### config.mk
export PLATFORM = sky130hd
export DESIGN_NAME = stc_top
export DESIGN_NICKNAME = d
export VERILOG_FILES = /design/src/hw/stc_pkg.sv /design/src/hw/stc_addr_match.sv /design/src/hw/stc_capture.sv /design/src/hw/stc_top.sv
export VERILOG_INCLUDE_DIRS = /design/src /design/src/hw
export SDC_FILE = /design/constraint.sdc
export NUM_CORES = 1
export LEC_CHECK = 0
export BUFFER_PORTS_ARGS = -buffer_cell sky130_fd_sc_hd__buf_2
export CAP_MARGIN = 20
export CELL_PAD_IN_SITES_DETAIL_PLACEMENT = 1
export CELL_PAD_IN_SITES_GLOBAL_PLACEMENT = 2
export CORE_MARGIN = 2
export CORE_UTILIZATION = 26
export CTS_BUF_LIST = sky130_fd_sc_hd__clkbuf_8
export DETAILED_ROUTE_END_ITERATION = 16
export PLACE_DENSITY_LB_ADDON = 0.1
export RECOVER_POWER = 100
export SYNTH_ARGS = -nofsm -noshare
export SYNTH_HDL_FRONTEND = slang
export SYNTH_SLANG_ARGS = --single-unit
### constraint.sdc
create_clock -name pclk -period 1.7 [get_ports pclk]
set_input_delay 0 -clock pclk [delete_from_list [all_inputs] [get_ports pclk]]
set_output_delay 0 -clock pclk [all_outputs]
set_load 0.02 [all_outputs]
### src/hw/stc_params.svh
`ifndef STC_PARAMS_SVH
`define STC_PARAMS_SVH

// Register byte offsets on the APB slave
`define STC_BASIC_CTRL_OFF   12'h000
`define STC_ADVERT_OFF       12'h004
`define STC_STRAP_STAT_OFF   12'h008

// Basic control register bit positions
`define STC_BIT_SPEED        13
`define STC_BIT_AUTONEG      12
`define STC_BIT_ISOLATE      10
`define STC_BIT_DUPLEX       8

// Basic control writable bits
`define STC_BASIC_WMASK      16'h3500

// Advertisement fields
`define STC_ADV_100_MASK     16'h0180
`define STC_ADV_10_MASK      16'h0060
`define STC_ADV_SELECTOR     16'h0001

// Strap status field positions
`define STC_ST_ADDR_LSB      0
`define STC_ST_MODE_LSB      5
`define STC_ST_BCAST_BIT     8
`define STC_ST_WAKE_BIT      9
`define STC_ST_NAND_BIT      10
`define STC_ST_RESV_BIT      11
`define STC_ST_VALID_BIT     12

// Interface mode codes
`define STC_MODE_RMII        3'h1
`define STC_MODE_B2B         3'h5

// Strap levels that the internal pulls give
`define STC_DEF_ADDR         3'h1
`define STC_DEF_MODE         3'h1
`define STC_DEF_ISOLATE      1'h0
`define STC_DEF_SPEED        1'h1
`define STC_DEF_DUPLEX       1'h1
`define STC_DEF_AUTONEG      1'h1
`define STC_DEF_BCAST_OFF    1'h0
`define STC_DEF_WAKE_EN      1'h0
`define STC_DEF_NAND_N       1'h1

`endif

### src/hw/stc_pkg.sv
`include "stc_params.svh"

package stc_pkg;

  // Strap pin levels, one field per strap; address and mode fields are three pins wide
  typedef struct packed {
    logic [2:0] station_addr;   // Address straps, bit0 lowest
    logic [2:0] mode;           // Interface-mode straps
    logic       isolate;        // High enables isolation
    logic       speed;          // High is 100 Mb/s
    logic       duplex;         // High is half duplex
    logic       autoneg;        // High enables auto-negotiation
    logic       bcast_off;      // High makes address zero unique
    logic       wake_en;        // High enables wake output
    logic       nand_n;         // Low enables gate-chain test
  } stc_straps_t;

  // Decoded interface mode
  typedef enum logic [1:0] {
    STC_IF_RMII = 2'b00,
    STC_IF_B2B  = 2'b01,
    STC_IF_RESV = 2'b10
  } stc_if_mode_t;

  // Capture sequencer
  typedef enum logic [0:0] {
    STC_CAP_WAIT = 1'b0,
    STC_CAP_DONE = 1'b1
  } stc_cap_state_t;

  // Capture module state
  typedef struct packed {
    stc_cap_state_t state;
    stc_straps_t    straps;
  } stc_cap_reg_t;

  // Top module state
  typedef struct packed {
    logic         loaded;       // Control image taken from straps
    logic [15:0]  basic;        // Basic control image
    logic [15:0]  advert;       // Advertisement image
    logic         pready;
    logic         pslverr;
    logic [31:0]  prdata;
    logic [4:0]   station_addr;
    stc_if_mode_t if_mode;
    logic         isolate_en;
    logic         speed_100;
    logic         duplex_half;
    logic         autoneg_en;
    logic         wake_n;
    logic         nand_tree_en;
    logic         straps_valid;
  } stc_top_reg_t;

  // Mode code to mode kind
  function automatic stc_if_mode_t stc_mode_decode(input logic [2:0] code);
    stc_if_mode_t m;
    m = STC_IF_RESV;
    if (code == `STC_MODE_RMII) begin
      m = STC_IF_RMII;
    end else if (code == `STC_MODE_B2B) begin
      m = STC_IF_B2B;
    end
    return m;
  endfunction

  // Offset decode for the APB slave
  function automatic logic stc_addr_known(input logic [11:0] a);
    return (a == `STC_BASIC_CTRL_OFF) || (a == `STC_ADVERT_OFF) ||
           (a == `STC_STRAP_STAT_OFF);
  endfunction

endpackage

### src/hw/stc_addr_match.sv
// Management address compare, one cycle of latency
module stc_addr_match (
  input  wire logic       pclk,
  input  wire logic       presetn,
  input  wire logic [4:0] own_addr,
  input  wire logic       bcast_off,
  input  wire logic       enable,
  input  wire logic [4:0] query_addr,
  input  wire logic       query_valid,
  output logic            hit
);

  typedef struct packed {
    logic hit;
  } stc_match_reg_t;

  stc_match_reg_t cur_reg;   // Registered state
  stc_match_reg_t cur_next;  // Next state
  logic           own_hit;   // Query equals own address
  logic           bc_hit;    // Query is the broadcast address

  // Zero is ours only when made unique, else it is broadcast
  always_comb begin
    cur_next = cur_reg;
    own_hit  = (query_addr == own_addr) &&
               ((own_addr != 5'h00) || bcast_off);
    bc_hit   = (query_addr == 5'h00) && !bcast_off;
    cur_next.hit = enable && query_valid && (own_hit || bc_hit);
  end

  // Hit flag register
  always_ff @(posedge pclk or negedge presetn) begin
    if (!presetn) begin
      cur_reg.hit <= 1'b0;
    end else begin
      cur_reg <= cur_next;
    end
  end

  assign hit = cur_reg.hit;

endmodule

### src/hw/stc_capture.sv
`include "stc_params.svh"

// Takes the strap levels once after reset release
module stc_capture
  import stc_pkg::*;
(
  input  wire logic  pclk,
  input  wire logic  presetn,
  input  stc_straps_t strap_pins,
  output stc_straps_t strap_q,
  output logic       strap_valid
);

  stc_cap_reg_t cur_reg;     // Registered state
  stc_cap_reg_t cur_next;    // Next state

  // Sample on the first edge after release, then freeze
  always_comb begin
    cur_next = cur_reg;
    case (cur_reg.state)
      STC_CAP_WAIT: begin
        cur_next.straps = strap_pins;
        cur_next.state  = STC_CAP_DONE;
      end
      STC_CAP_DONE: begin
        cur_next = cur_reg;
      end
      default: begin
        cur_next.state = STC_CAP_WAIT;
      end
    endcase
  end

  // Reset leaves the pull levels in place until the real sample
  always_ff @(posedge pclk or negedge presetn) begin
    if (!presetn) begin
      cur_reg.state               <= STC_CAP_WAIT;
      cur_reg.straps.station_addr <= `STC_DEF_ADDR;
      cur_reg.straps.mode         <= `STC_DEF_MODE;
      cur_reg.straps.isolate      <= `STC_DEF_ISOLATE;
      cur_reg.straps.speed        <= `STC_DEF_SPEED;
      cur_reg.straps.duplex       <= `STC_DEF_DUPLEX;
      cur_reg.straps.autoneg      <= `STC_DEF_AUTONEG;
      cur_reg.straps.bcast_off    <= `STC_DEF_BCAST_OFF;
      cur_reg.straps.wake_en      <= `STC_DEF_WAKE_EN;
      cur_reg.straps.nand_n       <= `STC_DEF_NAND_N;
    end else begin
      cur_reg <= cur_next;
    end
  end

  assign strap_q     = cur_reg.straps;
  assign strap_valid = (cur_reg.state == STC_CAP_DONE);

endmodule

### src/hw/stc_top.sv
// Contract
// - Capture three address straps, values 0..7
// - Address defaults to 00001 from pulls
// - Address upper two bits forced zero
// - Address zero unique only if broadcast-disable
// - Broadcast-disable low makes zero broadcast
// - Latch mode straps; 001, 101, else reserved
// - Isolate strap into control bit 10
// - Speed strap into bit 13, advertisement
// - Duplex strap into control bit 8
// - Auto-negotiation strap into control bit 12
// - Wake strap enables wake event output
// - Test strap low enables gate-chain mode
// - Undriven straps take internal pull values
// - New strap levels need fresh reset
//
// The APB slave port and the address map were left to the implementer.
`include "stc_params.svh"

module stc_top
  import stc_pkg::*;
#(
  parameter bit HAS_SPEED = 1'b1,  // Speed strap present
  parameter bit HAS_WAKE  = 1'b1   // Wake support present
) (
  input  wire logic   pclk,
  input  wire logic   presetn,
  input  wire logic   psel,
  input  wire logic   penable,
  input  wire logic   pwrite,
  input  wire logic [11:0] paddr,
  input  wire logic [31:0] pwdata,
  input  wire logic [3:0]  pstrb,
  output logic [31:0] prdata,
  output logic        pready,
  output logic        pslverr,
  input  stc_straps_t strap_pins,
  input  wire logic [4:0]  mgmt_query_addr,
  input  wire logic        mgmt_query_valid,
  output logic        mgmt_addr_hit,
  input  wire logic        wake_event_req,
  output logic        wake_event_output_n,
  output logic [4:0]  station_addr,
  output stc_if_mode_t if_mode,
  output logic        isolate_en,
  output logic        speed_100,
  output logic        duplex_half,
  output logic        autoneg_en,
  output logic        nand_tree_en,
  output logic        straps_valid
);

  stc_top_reg_t cur_reg;        // All state of the top
  stc_top_reg_t cur_next;       // Next value of the state
  stc_straps_t  strap_q;        // Frozen strap levels
  logic         strap_done;     // Strap sample taken
  logic [4:0]   addr_full;      // Five-bit station address
  logic         speed_lvl;      // Speed strap after option
  logic         wake_lvl;       // Wake strap after option
  logic         setup_ph;       // APB setup cycle
  logic         access_done;    // APB access completes here
  logic         wr_basic;       // Write to basic control
  logic [15:0]  wr_half;        // Masked write data
  logic [31:0]  rd_word;        // Read mux result
  logic [15:0]  strap_basic;    // Control image from straps
  logic [15:0]  strap_adv;      // Advertisement from straps
  logic [31:0]  status_word;    // Strap status view

  // Strap sampler, freezes levels after first post-reset edge
  stc_capture u_capture (
    .pclk        (pclk),
    .presetn     (presetn),
    .strap_pins  (strap_pins),
    .strap_q     (strap_q),
    .strap_valid (strap_done)
  );

  // Own address built from three straps and two zeros
  assign addr_full = {2'b00, strap_q.station_addr};

  // Missing straps read as their pull level
  assign speed_lvl = HAS_SPEED ? strap_q.speed : `STC_DEF_SPEED;
  assign wake_lvl  = HAS_WAKE ? strap_q.wake_en : 1'b0;

  // Address compare with the broadcast-zero option
  stc_addr_match u_match (
    .pclk        (pclk),
    .presetn     (presetn),
    .own_addr    (addr_full),
    .bcast_off   (strap_q.bcast_off),
    .enable      (strap_done),
    .query_addr  (mgmt_query_addr),
    .query_valid (mgmt_query_valid),
    .hit         (mgmt_addr_hit)
  );

  // Control and advertisement images taken from the frozen straps
  always_comb begin
    strap_basic = 16'h0000;
    strap_basic[`STC_BIT_ISOLATE] = strap_q.isolate;
    strap_basic[`STC_BIT_SPEED]   = speed_lvl;
    strap_basic[`STC_BIT_DUPLEX]  = strap_q.duplex;
    strap_basic[`STC_BIT_AUTONEG] = strap_q.autoneg;
    // Ten megabit only when the speed strap was low
    if (speed_lvl) begin
      strap_adv = `STC_ADV_100_MASK | `STC_ADV_10_MASK |
                  `STC_ADV_SELECTOR;
    end else begin
      strap_adv = `STC_ADV_10_MASK | `STC_ADV_SELECTOR;
    end
  end

  // Read-only view of what was latched
  always_comb begin
    status_word = 32'h0000_0000;
    status_word[`STC_ST_ADDR_LSB +: 5] = addr_full;
    status_word[`STC_ST_MODE_LSB +: 3] = strap_q.mode;
    status_word[`STC_ST_BCAST_BIT]     = strap_q.bcast_off;
    status_word[`STC_ST_WAKE_BIT]      = wake_lvl;
    status_word[`STC_ST_NAND_BIT]      = strap_q.nand_n;
    status_word[`STC_ST_RESV_BIT]      =
      (stc_mode_decode(strap_q.mode) == STC_IF_RESV);
    status_word[`STC_ST_VALID_BIT]     = strap_done;
  end

  // APB phase decode
  assign setup_ph    = psel && !penable;
  assign access_done = psel && penable && cur_reg.pready;
  assign wr_basic    = access_done && pwrite &&
                       (paddr == `STC_BASIC_CTRL_OFF);

  // Byte lanes gate the low half; upper lanes have no storage
  always_comb begin
    wr_half = cur_reg.basic;
    if (pstrb[0]) begin
      wr_half[7:0] = pwdata[7:0];
    end
    if (pstrb[1]) begin
      wr_half[15:8] = pwdata[15:8];
    end
    // Only the four mode bits hold a value
    wr_half = wr_half & `STC_BASIC_WMASK;
  end

  // Read mux, sampled in the setup cycle
  always_comb begin
    rd_word = 32'h0000_0000;
    case (paddr)
      `STC_BASIC_CTRL_OFF: begin
        rd_word = {16'h0000, cur_reg.basic};
      end
      `STC_ADVERT_OFF: begin
        rd_word = {16'h0000, cur_reg.advert};
      end
      `STC_STRAP_STAT_OFF: begin
        rd_word = status_word;
      end
      default: begin
        rd_word = 32'h0000_0000;   // Unmapped reads zero
      end
    endcase
  end

  // Next state of the whole top
  always_comb begin
    cur_next = cur_reg;

    // Slave answers in the first access cycle, no wait states
    cur_next.pready  = setup_ph;
    cur_next.pslverr = setup_ph && !stc_addr_known(paddr);
    if (setup_ph) begin
      cur_next.prdata = pwrite ? 32'h0000_0000 : rd_word;
    end else if (access_done) begin
      cur_next.prdata = 32'h0000_0000;
    end

    // Load the images once, one edge after the strap sample
    if (strap_done && !cur_reg.loaded) begin
      cur_next.loaded = 1'b1;
      cur_next.basic  = strap_basic;
      cur_next.advert = strap_adv;
    end else if (wr_basic && cur_reg.loaded) begin
      // Software may retune after load; straps stay frozen
      cur_next.basic = wr_half;
    end

    // Mode outputs follow the control image
    cur_next.isolate_en  = cur_next.basic[`STC_BIT_ISOLATE];
    cur_next.speed_100   = cur_next.basic[`STC_BIT_SPEED];
    cur_next.duplex_half = cur_next.basic[`STC_BIT_DUPLEX];
    cur_next.autoneg_en  = cur_next.basic[`STC_BIT_AUTONEG];

    // Strap-only outputs, held until the next reset
    cur_next.station_addr = addr_full;
    cur_next.if_mode      = stc_mode_decode(strap_q.mode);
    cur_next.nand_tree_en = strap_done && !strap_q.nand_n;
    cur_next.straps_valid = strap_done && cur_reg.loaded;

    // Wake output is low-active and gated by its strap
    cur_next.wake_n = !(strap_done && wake_lvl &&
                        wake_event_req);
  end

  // Single register for the whole state
  always_ff @(posedge pclk or negedge presetn) begin
    if (!presetn) begin
      cur_reg.loaded       <= 1'b0;
      cur_reg.basic        <= 16'h0000;
      cur_reg.advert       <= 16'h0000;
      cur_reg.pready       <= 1'b0;
      cur_reg.pslverr      <= 1'b0;
      cur_reg.prdata       <= 32'h0000_0000;
      cur_reg.station_addr <= 5'h00;
      cur_reg.if_mode      <= STC_IF_RESV;
      cur_reg.isolate_en   <= 1'b0;
      cur_reg.speed_100    <= 1'b0;
      cur_reg.duplex_half  <= 1'b0;
      cur_reg.autoneg_en   <= 1'b0;
      cur_reg.wake_n       <= 1'b1;
      cur_reg.nand_tree_en <= 1'b0;
      cur_reg.straps_valid <= 1'b0;
    end else begin
      cur_reg <= cur_next;
    end
  end

  // Every output but mgmt_addr_hit straight from the state register; the hit comes from the u_match register
  assign prdata              = cur_reg.prdata;
  assign pready              = cur_reg.pready;
  assign pslverr             = cur_reg.pslverr;
  assign wake_event_output_n = cur_reg.wake_n;
  assign station_addr        = cur_reg.station_addr;
  assign if_mode             = cur_reg.if_mode;
  assign isolate_en          = cur_reg.isolate_en;
  assign speed_100           = cur_reg.speed_100;
  assign duplex_half         = cur_reg.duplex_half;
  assign autoneg_en          = cur_reg.autoneg_en;
  assign nand_tree_en        = cur_reg.nand_tree_en;
  assign straps_valid        = cur_reg.straps_valid;

endmodule
==> run summary <==
post-place setup slack: 0.263 ns
syn_area_per_cell: 11.6 um2
final setup vio count: 0
Critical Path End Type: register
TritonCTS Buffers: 5
final period utilization: 89.0%
fin cells: 366
CTS tree: done
drc violations: 0
Distinct cells, synth: 38
count of state elements after synthesis: 44
register area: 1110 um2
dominant synthesized flop cell: dfrtp_1
buffers and inverters on the worst path: 1
Synth Warn #: 0
Final Skew: 0.00958 ns
worst stage delay on the critical path: 0.54 ns
Via density: 4.11
Setup TNS: 0 ns
Switching Power: 0.621 mW
Final ANT Viol Nets: 0
Achievable Freq: 661 MHz
Slew headroom: 22.9%
CTS max path bufs: 2
final net count: 333
drt total wl: 5180 um
top-count cell post-synth: buf_4
metal2 WL: 2580 um
RSZ-0062 raised after global routing: no
Post-synth ARST share: 100%
Gate power share: 15.3%
dpl cells: 339
Port Buffers: 72
crit path time final: 1.51 ns
CTS root buf: clkbuf_8
first-pass GRT wire length: 8290 um
slowest cell on the critical path: dfrtp_1
drt wl/cell: 14.1 um
CTS resizes: 0
hold slack: 0.0232 ns
die area: 8980 um2
Yosys top cell area share: 42.1%
clock power share: 31.7%
Die W: 94.7 um
worst setup margin: 0.186 ns
Worst path depth: 2
Final Max Tran Viols: 0
Seq pwr share: 53.0%
Reg2Reg Depth: 2
sequential fraction of the synthesis area: 51.9%
Switching Fraction: 28.0%
clk sinks: 44
kind of critical path: reg -> reg
synth top area cells: dfrtp_1, buf_4, dfstp_2
Worst Path Required: 1.89 ns
largest net degree at the start of global routing: 45
Iteration-0 DRC Markers: 31
status: completed
boundary pin count: 122
TritonRoute pass-1 iters: 4
PwrDens: 840 nW/um2
ANT cells: 0
maximum vdd ir drop: 0.279 mV
Syn Std Cell Area: 2140 um2
CP cell instances: clkbuf_1 > mux2_2
hold-critical path depth: 3
Syn Inst Count: 185
Arr. time, crit path: 1.70 ns
die height: 94.7 um
CTS HTree Levels: 2
Vias: 1,505
worst min path class: in -> reg
later-pin clock latency in the skew report: 0.29 ns
clk slew on worst S/H paths: 0.09 ns
metal3 WL: 228 um
Core ar.: 8090 um2
antenna violations before repair: 0
Initial Utilization: 26.5%
Fill cells: 953
FP Rows: 33
Setup crit start kind: register
vias in the first global route: 1,645
max-cap viol count: 0
area grow syn2layout: 23.2%
P_int: 1.59 mW
commonest cells in the netlist: buf_4, dfrtp_1, mux2_2, a22o_1, nand2_1
met1 WL: 2330 um
Hold Fails Final Rpt: 0
Pwr Total: 2.22 mW
leakage: 1.20 nW
layout cells sized above 1: 30.3%
crit path max fanout: 9
cell family with most CP delay: flip-flops
Worst-Margin Slew: 1.16 ns
GRT Total Usage: 12.1%
Yosys top cell by area: dfrtp_1
top layer used by detailed routing: met4
Post-DP HPWL: 3740 um
Multi-input gate area: 758 um2
RD Place Congestion: 0.706
EDFF count, synth: 0
grt ovf: 0
[tightest hold or removal path: cells and delay by family]
family / cells / cell delay, ns
AOI/OAI and AO/OA: 2 / 0.19
buffers and inverters: 1 / 0.08
[worst paths after layout]
kind	from	to	slack [ns]
worst min-delay path	pwdata[8]	cur_reg[72]	0.02
max in group asynchronous	presetn	cur_reg[54]	0.46
worst min register to register	u_capture.strap_q[1]	wake_event_output_n	0.45
min in group asynchronous	presetn	u_capture.strap_q[2]	0.55
worst max-delay path	u_capture.strap_valid	u_capture.strap_q[9]	0.19
worst max register to register	u_capture.strap_valid	u_capture.strap_q[9]	0.19
[placed cells by master, fill, tap and decap left out, drive strengths merged, types with 2 or more instances in the layout]
cell	instances
nor2b	4
nor3	3
nand2b	2
xor2	2
mux2	15
buf	41
conb	19
clkinvlp	2
and3	2
dfstp	8
nor2	7
o21ai	6
clkbuf	41
nand2	9
nand3	3
dlygate4sd3	19
nor4	5
dfrtp	36
a31oi	4
inv	3
a21oi	5
and2	2
a21o	3
a22o	11
[power by group through the flow]
stage / registers, mW / logic, mW / clock network (mW)
after detailed placement: 1.20 / 0.325 / 0
after global placement: 1.20 / 0.324 / 0
after CTS: 1.18 / 0.359 / 0.743
after global routing: 1.19 / 0.377 / 0.781
final: 1.17 / 0.338 / 0.702
after floorplan: 1.20 / 0.213 / 0
[logic make-up after synthesis]
kind of cell	synth area share, %
and+or+nand+nor	12.8
buffers and inverters	15.5
AOI/OAI and AO/OA	10.3
DFF	51.9
other	0.351
muxes	8.36
xor gates and xnor gates	0.818
[stage by stage]
step | instance area, um2 | utilization, %
floorplan | 2200 | -
global placement | 2410 | 29.7
detailed placement | 2410 | 29.7
CTS | 2690 | 33.3
global route | 2640 | 32.6
finish | 2640 | 32.6
[timing repair]
| action | 4_1_cts | 5_1_grt |
|---|---|---|
| hold buffers | 19 | 0 |
| setup buffers | 0 | 0 |
| endpoints found under the hold margin | 52 | 0 |
[area by class of cell]
type,count,share of cell area (%)
clock buffer,6,3.13
clock inverter,2,0.569
inverter,3,0.427
multi-input combinational,111,28.7
sequential,44,42.1
tap,105,4.98
timing repair buffer,95,20.0
[layer usage]
metal  vias up  track usage (%)
met5         -                0
met4         0             2.90
met3         5             2.79
met2        36             21.5
met1       729             14.8
li1        735                -
(Power assumes the default switching activity.)
